==> config.mk <==
export PLATFORM = sky130hd
export DESIGN_NAME = pmac_multiplier
export DESIGN_NICKNAME = d
export VERILOG_FILES = /design/src/pmac_pkg.sv /design/src/pmac_multiplier.sv
export SDC_FILE = /design/constraint.sdc
export NUM_CORES = 1
export LEC_CHECK = 0
export CORE_MARGIN = 2
export CORE_UTILIZATION = 50
export CTS_BUF_LIST = sky130_fd_sc_hd__clkbuf_4 sky130_fd_sc_hd__clkbuf_8
export DETAILED_ROUTE_END_ITERATION = 8
export DONT_BUFFER_PORTS = 1
export SYNTH_ARGS = -nofsm -noshare
export SYNTH_HDL_FRONTEND = slang
export SYNTH_SLANG_ARGS = --single-unit
export TNS_END_PERCENT = 100
==> constraint.sdc <==
create_clock -name clk_in -period 8.76 [get_ports clk_in]
set_input_delay 1.752 -clock clk_in [delete_from_list [all_inputs] [get_ports clk_in]]
set_output_delay 1.752 -clock clk_in [all_outputs]
set_load 0.01 [all_outputs]
==> src/pmac_pkg.sv <==
// Package for the peripheral multiply-accumulate block.
// Assumes a 16-bit peripheral bus with byte addresses and a byte-write flag.
package pmac_pkg;
	// ****************************************
	// Register addresses
	// ****************************************
	localparam logic [8:0] ADDR_UNSIGNED_PRODUCT = 9'h130;
	localparam logic [8:0] ADDR_SIGNED_PRODUCT   = 9'h132;
	localparam logic [8:0] ADDR_UNSIGNED_ACCUM   = 9'h134;
	localparam logic [8:0] ADDR_SIGNED_ACCUM     = 9'h136;
	localparam logic [8:0] ADDR_SECOND_OPERAND   = 9'h138;
	localparam logic [8:0] ADDR_RESULT_LOW       = 9'h13a;
	localparam logic [8:0] ADDR_RESULT_HIGH      = 9'h13c;
	localparam logic [8:0] ADDR_RESULT_EXT       = 9'h13e;

	// ****************************************
	// Widths, reset values and timing
	// ****************************************
	localparam int          WORD_W        = 16;
	localparam logic [15:0] WORD_RESET    = 16'h0000;
	localparam logic [15:0] EXT_ALL_ONES  = 16'hffff;
	localparam logic [15:0] EXT_CARRY     = 16'h0001;
	localparam int          LATENCY_CYC   = 3;
	localparam logic [1:0]  LATENCY_LAST  = 2'(LATENCY_CYC - 1);

	// Operation selected by the first-operand address (Gray along usual path)
	typedef enum logic [1:0] {
		PMAC_OP_UMPY = 2'b00,
		PMAC_OP_SMPY = 2'b01,
		PMAC_OP_UMAC = 2'b11,
		PMAC_OP_SMAC = 2'b10
	} pmac_op_t;

	typedef enum logic [1:0] {
		PMAC_ST_IDLE = 2'b00,
		PMAC_ST_BUSY = 2'b01,
		PMAC_ST_DONE = 2'b11
	} pmac_state_t;
endpackage : pmac_pkg

==> src/pmac_multiplier.sv <==
// 16x16 multiplier peripheral with four operand-one addresses.
// Assumes synchronous bus strobes on clk_in; reads return in the next cycle.
`timescale 1ns/1ns

// How it works
// - Four first-operand addresses select the operation
// - First-operand write stores, selects, never starts
// - Second-operand write starts the selected operation
// - Completion updates low, high and extension
// - Result ready three cycles after trigger
// - First operand and mode kept for repeats
// - Both operand registers hold 16 bits
// - Low word gets lower 16 result bits
// - Unsigned modes: high word is upper 16
// - Signed multiply: high word two's complement
// - Signed accumulate: high word upper 16 bits
// - Unsigned multiply: extension reads zero
// - Signed modes: extension is extended sign
// - Unsigned accumulate: extension holds the carry
// - No overflow detect; extension shows sign
module pmac_multiplier (
	input  wire logic        clk_in,
	input  wire logic        rst_n_in,
	input  wire logic [8:0]  addr_in,
	input  wire logic        write_in,
	input  wire logic        read_in,
	input  wire logic        byte_in,
	input  wire logic [15:0] wdata_in,
	output logic      [15:0] rdata_out,
	output logic             busy_out
);

	// ****************************************
	// State
	// ****************************************
	typedef struct packed {
		logic [15:0]          first_operand;
		pmac_pkg::pmac_op_t   op;
		logic [15:0]          second_operand;
		logic [15:0]          result_low;
		logic [15:0]          result_high;
		logic [15:0]          result_ext;
		pmac_pkg::pmac_state_t state;
		logic [1:0]           count;
		pmac_pkg::pmac_op_t   run_op;
		logic [15:0]          run_a;
		logic [15:0]          run_b;
		logic [15:0]          rdata;
		logic                 busy;
	} pmac_regs_t;

	pmac_regs_t r;
	pmac_regs_t next_r;

	logic [15:0] wval;
	logic signed [31:0] s_prod;
	logic [31:0] u_prod;
	logic [31:0] prod;
	logic [32:0] u_sum;
	logic [31:0] s_sum;
	logic [31:0] accum;

	// Byte writes zero-extend; software sign-extends for signed modes
	assign wval = byte_in ? {8'h00, wdata_in[7:0]} : wdata_in;

	// ****************************************
	// Datapath
	// ****************************************
	assign u_prod = r.run_a * r.run_b;
	assign s_prod = $signed(r.run_a) * $signed(r.run_b);
	assign accum  = {r.result_high, r.result_low};
	assign prod   = (r.run_op == pmac_pkg::PMAC_OP_SMPY ||
	                 r.run_op == pmac_pkg::PMAC_OP_SMAC) ? s_prod : u_prod;
	assign u_sum  = {1'b0, accum} + {1'b0, u_prod};
	// Wraps silently; sign of the wrapped sum goes to the extension
	assign s_sum  = accum + 32'(s_prod);

	// ****************************************
	// Next state
	// ****************************************
	always_comb begin
		next_r = r;
		next_r.rdata = r.rdata;
		if (write_in) begin
			case (addr_in)
				// Operand and mode stored only; no start
				pmac_pkg::ADDR_UNSIGNED_PRODUCT: begin
					next_r.first_operand = wval;
					next_r.op = pmac_pkg::PMAC_OP_UMPY;
				end
				pmac_pkg::ADDR_SIGNED_PRODUCT: begin
					next_r.first_operand = wval;
					next_r.op = pmac_pkg::PMAC_OP_SMPY;
				end
				pmac_pkg::ADDR_UNSIGNED_ACCUM: begin
					next_r.first_operand = wval;
					next_r.op = pmac_pkg::PMAC_OP_UMAC;
				end
				pmac_pkg::ADDR_SIGNED_ACCUM: begin
					next_r.first_operand = wval;
					next_r.op = pmac_pkg::PMAC_OP_SMAC;
				end
				pmac_pkg::ADDR_SECOND_OPERAND: begin
					// Operand one and mode stay for repeated triggers
					next_r.second_operand = wval;
					next_r.run_a  = r.first_operand;
					next_r.run_b  = wval;
					next_r.run_op = r.op;
					next_r.state  = pmac_pkg::PMAC_ST_BUSY;
					next_r.count  = 2'b00;
				end
				pmac_pkg::ADDR_RESULT_LOW: begin
					next_r.result_low = wval;
				end
				pmac_pkg::ADDR_RESULT_HIGH: begin
					next_r.result_high = wval;
				end
				default: begin
					next_r.state = r.state;
				end
			endcase
		end
		if (r.state == pmac_pkg::PMAC_ST_BUSY &&
		    !(write_in && addr_in == pmac_pkg::ADDR_SECOND_OPERAND)) begin
			if (r.count == pmac_pkg::LATENCY_LAST) begin
				// Results land on the third edge after the trigger
				next_r.state = pmac_pkg::PMAC_ST_DONE;
				next_r.result_low = prod[15:0];
				case (r.run_op)
					pmac_pkg::PMAC_OP_UMPY: begin
						next_r.result_high = u_prod[31:16];
						next_r.result_ext  = pmac_pkg::WORD_RESET;
					end
					pmac_pkg::PMAC_OP_SMPY: begin
						next_r.result_high = s_prod[31:16];
						next_r.result_ext  = s_prod[31] ? pmac_pkg::EXT_ALL_ONES
						                                : pmac_pkg::WORD_RESET;
					end
					pmac_pkg::PMAC_OP_UMAC: begin
						next_r.result_low  = u_sum[15:0];
						next_r.result_high = u_sum[31:16];
						next_r.result_ext  = u_sum[32] ? pmac_pkg::EXT_CARRY
						                               : pmac_pkg::WORD_RESET;
					end
					default: begin
						next_r.result_low  = s_sum[15:0];
						next_r.result_high = s_sum[31:16];
						next_r.result_ext  = s_sum[31] ? pmac_pkg::EXT_ALL_ONES
						                               : pmac_pkg::WORD_RESET;
					end
				endcase
			end else begin
				next_r.count = r.count + 2'b01;
			end
		end else if (r.state == pmac_pkg::PMAC_ST_DONE && !write_in) begin
			next_r.state = pmac_pkg::PMAC_ST_IDLE;
		end
		next_r.busy = (next_r.state == pmac_pkg::PMAC_ST_BUSY);
		if (read_in) begin
			case (addr_in)
				pmac_pkg::ADDR_UNSIGNED_PRODUCT,
				pmac_pkg::ADDR_SIGNED_PRODUCT,
				pmac_pkg::ADDR_UNSIGNED_ACCUM,
				pmac_pkg::ADDR_SIGNED_ACCUM:   next_r.rdata = r.first_operand;
				pmac_pkg::ADDR_SECOND_OPERAND: next_r.rdata = r.second_operand;
				// Bypass so a read on the landing edge already sees the result
				// Indirect reads one cycle early would see the old word
				pmac_pkg::ADDR_RESULT_LOW:     next_r.rdata = next_r.result_low;
				pmac_pkg::ADDR_RESULT_HIGH:    next_r.rdata = next_r.result_high;
				pmac_pkg::ADDR_RESULT_EXT:     next_r.rdata = next_r.result_ext;
				default:                       next_r.rdata = pmac_pkg::WORD_RESET;
			endcase
		end else begin
			next_r.rdata = pmac_pkg::WORD_RESET;
		end
	end

	// ****************************************
	// Registers
	// ****************************************
	always_ff @(posedge clk_in or negedge rst_n_in) begin
		if (!rst_n_in) begin
			r <= '0;
		end else begin
			r <= next_r;
		end
	end

	assign rdata_out = r.rdata;
	assign busy_out  = r.busy;

endmodule : pmac_multiplier

==> metrics.txt <==
outcome=finished clean; drt via density=5.81; vias in the first global route=20.3k; global-route wire length before repair=120,000 um; Mapped Area=24,200 sq um; Final TNS setup=0 ps; Final setup viols=0; slowest cell delay on critical path=680 ps; RSZ-0062 raised after global routing=true; fin cells=3,374; max-cap violations=0; global route overflow=0; CTS sink cnt=121; Mapped Cells=2,706; Post-synth EDFFs=0; Pwr Density=89.5 nW/um^2; die area=50,100 sq um; Crit path top cell by count=fa_1; Core Rows=80; worst slew pin tran=983 ps; Synth top area share=30.2%; commonest non-fill, non-tap cell in the layout=inv_1; final clock skew=23.0 ps; share of cells above drive strength 1=11.7%; post-layout minimum cycle time=8470 ps; Yosys warning total=0; Rel. slew slack=34.4%; Die Ht=224 um; Max H-tree Level=4; DP Worst Slack=-644 ps; cts hold-fix bufs=0; Lkg Pwr=13.2 nW; critical path type=flip-flop to flip-flop; Ports=47; Most used DFF post-synth=dfrtp_1; worst setup margin=288 ps; crit start category=flip-flop; asr flop ratio synth=100%; final hold violations=0; synthesized area per cell=8.94 sq um; Syn Nets=3,318; via count=19.6k; hpwl dp=62,800 um; die width=224 um; Setup crit end kind=flip-flop; total wire length=76,200 um; worst-path fanout max=9; Total GRT Usage=31.5%; Worst Path Required=9150 ps; # nets final=3,357; Root Buffer=clkbuf_8; clock-pin slew on the worst setup and hold paths=100 ps; most frequent cells in the layout=inv_1 (504), fa_1 (364), nand2_1 (279), ha_1 (213), a21oi_1 (135); worst hold-check path type=flip-flop to flip-flop; antenna violations before repair=0; Synth area leader=fa_1; drt wl/cell=22.6 um; post-synthesis sequential area ratio=12.5%; later-pin clock latency in the skew report=480 ps; clk buf depth=2; Antenna Nets Post-Route=0; worst path arrival time=8860 ps; CP max-delay cell=dfrtp_1; Synth area leaders=fa_1 (30%), dfrtp_1 (13%), ha_1 (11%), inv_1 (7.8%), nand2_1 (4.3%); VDD IR-drop max=0.000111 V; synthesized flop and latch total=121; 1st-iter DRT viols=1,912; Max Slew Vio Count=0; TritonCTS Buffers=17; fmax=118 MHz; largest net degree at the start of global routing=122; Port Buffers=0; final worst path period share=96.7%; P&R area growth vs syn=7.59%; DRC=0; Unique masters post-synth=103; DP Cell Count=3,328; Initial Util=50.6%; Placer Congestion=1.00; Core Area=47,700 sq um; first-pass iteration count of the detailed router=6; CTS tree=yes
==> cell usage after synthesis, types with 5 or more instances <==
master / count
mux2i_1: 20
clkbuf_8: 6
a221oi_1: 23
nor2b_1: 11
nand2b_1: 40
a22oi_1: 9
ha_1: 217
o21ai_1: 24
and3_1: 13
buf_2: 12
buf_4: 19
nand4_1: 14
nor3_1: 21
xnor2_1: 80
fa_1: 365
o21a_1: 31
o21ai_0: 93
a21o_1: 32
nand3_1: 27
a41oi_1: 7
o31ai_1: 5
and2_1: 122
o211ai_1: 7
xor2_1: 38
o21bai_1: 14
a211oi_1: 16
nor2_1: 96
or3_1: 9
a221o_1: 11
a21oi_1: 140
a31oi_1: 25
nand2_1: 279
inv_1: 505
o22ai_1: 14
mux2_2: 52
dfrtp_1: 121
clkbuf_1: 75
==> state kept, by name, indices dropped and copies added, names as in the netlist, named ones only <==
signal,cells
busy_out,1
accum,32
rdata_out,16
r,71
==> cells by family (layout without fill, tap and decap cells) <==
kind of cell | Yosys count | count (layout) | synth area share, %
buffers and inverters | 620 | 672 | 10.3
DFF | 121 | 121 | 12.5
adders and majority gates | 582 | 582 | 41.4
muxes | 72 | 72 | 3.25
AOI/OAI and AO/OA | 522 | 522 | 14.5
other | 0 | 1 | 0
and+or+nand+nor | 669 | 669 | 13.6
xor gates and xnor gates | 120 | 120 | 4.44
==> power breakdown <==
| group | switching (mW) | total (mW) | internal [mW] |
|---|---|---|---|
| Clock | 0.309 | 0.580 | 0.271 |
| Combinational | 0.541 | 0.947 | 0.406 |
| Sequential | 0.123 | 0.802 | 0.679 |
==> critical path, delay by kind of cell (launching register included) <==
family                   cells  cell delay [ps]
XOR/XNOR                     2              330
buffers and inverters        4              330
flip-flops                   1              680
AND/OR/NAND/NOR              5              950
AO/OA/AOI/OAI               12             2510
adder cells (fa/ha/maj)      8             3560
==> layer usage <==
layer	wire length (um)	track usage, %
met5	0	0
met1	33400	44.6
met3	5420	5.38
met2	35100	50.0
met4	2290	8.58
==> what timing repair did <==
action | CTS | global route
setup buffers | 2 | 11
cloned | 0 | 0
endpoints found under the setup margin | 18 | 32
pin swaps | 2 | 10
resized for setup | 19 | 42
==> final cells by class <==
cell class	instances	area (sq um)
Antenna cell	1	2.50
Clock buffer	17	234
Clock inverter	15	201
Fill cell	4485	21700
Inverter	505	1900
Multi-Input combinational cell	1965	18800
Sequential cell	121	3070
Tap cell	615	769
Timing Repair Buffer	135	1030
==> final timing paths <==
| kind | endpoint | slack (ps) | start | cells past startpoint |
|---|---|---|---|---|
| worst min register to register | r[55] | 480 | r[55] | 2 |
| min in group asynchronous | r[53] | 950 | rst_n_in | 0 |
| worst max register to register | rdata_out[0] | 290 | r[31] | 31 |
| worst min-delay path | r[55] | 480 | r[55] | 2 |
| worst max-delay path | rdata_out[0] | 290 | r[31] | 31 |
| max in group asynchronous | r[25] | 7520 | rst_n_in | 0 |
==> metrics by stage <==
stage	hold slack, ps	utilization, %	cell area (sq um)	power (mW)
2_1_floorplan	428	-	24200	1.42
3_3_place_gp	444	53.0	25300	1.69
3_5_place_dp	450	53.0	25300	1.71
4_1_cts	474	54.0	25800	2.29
5_1_grt	514	54.5	26000	2.46
6_report	476	54.5	26000	2.33
(Power assumes the default switching activity.)
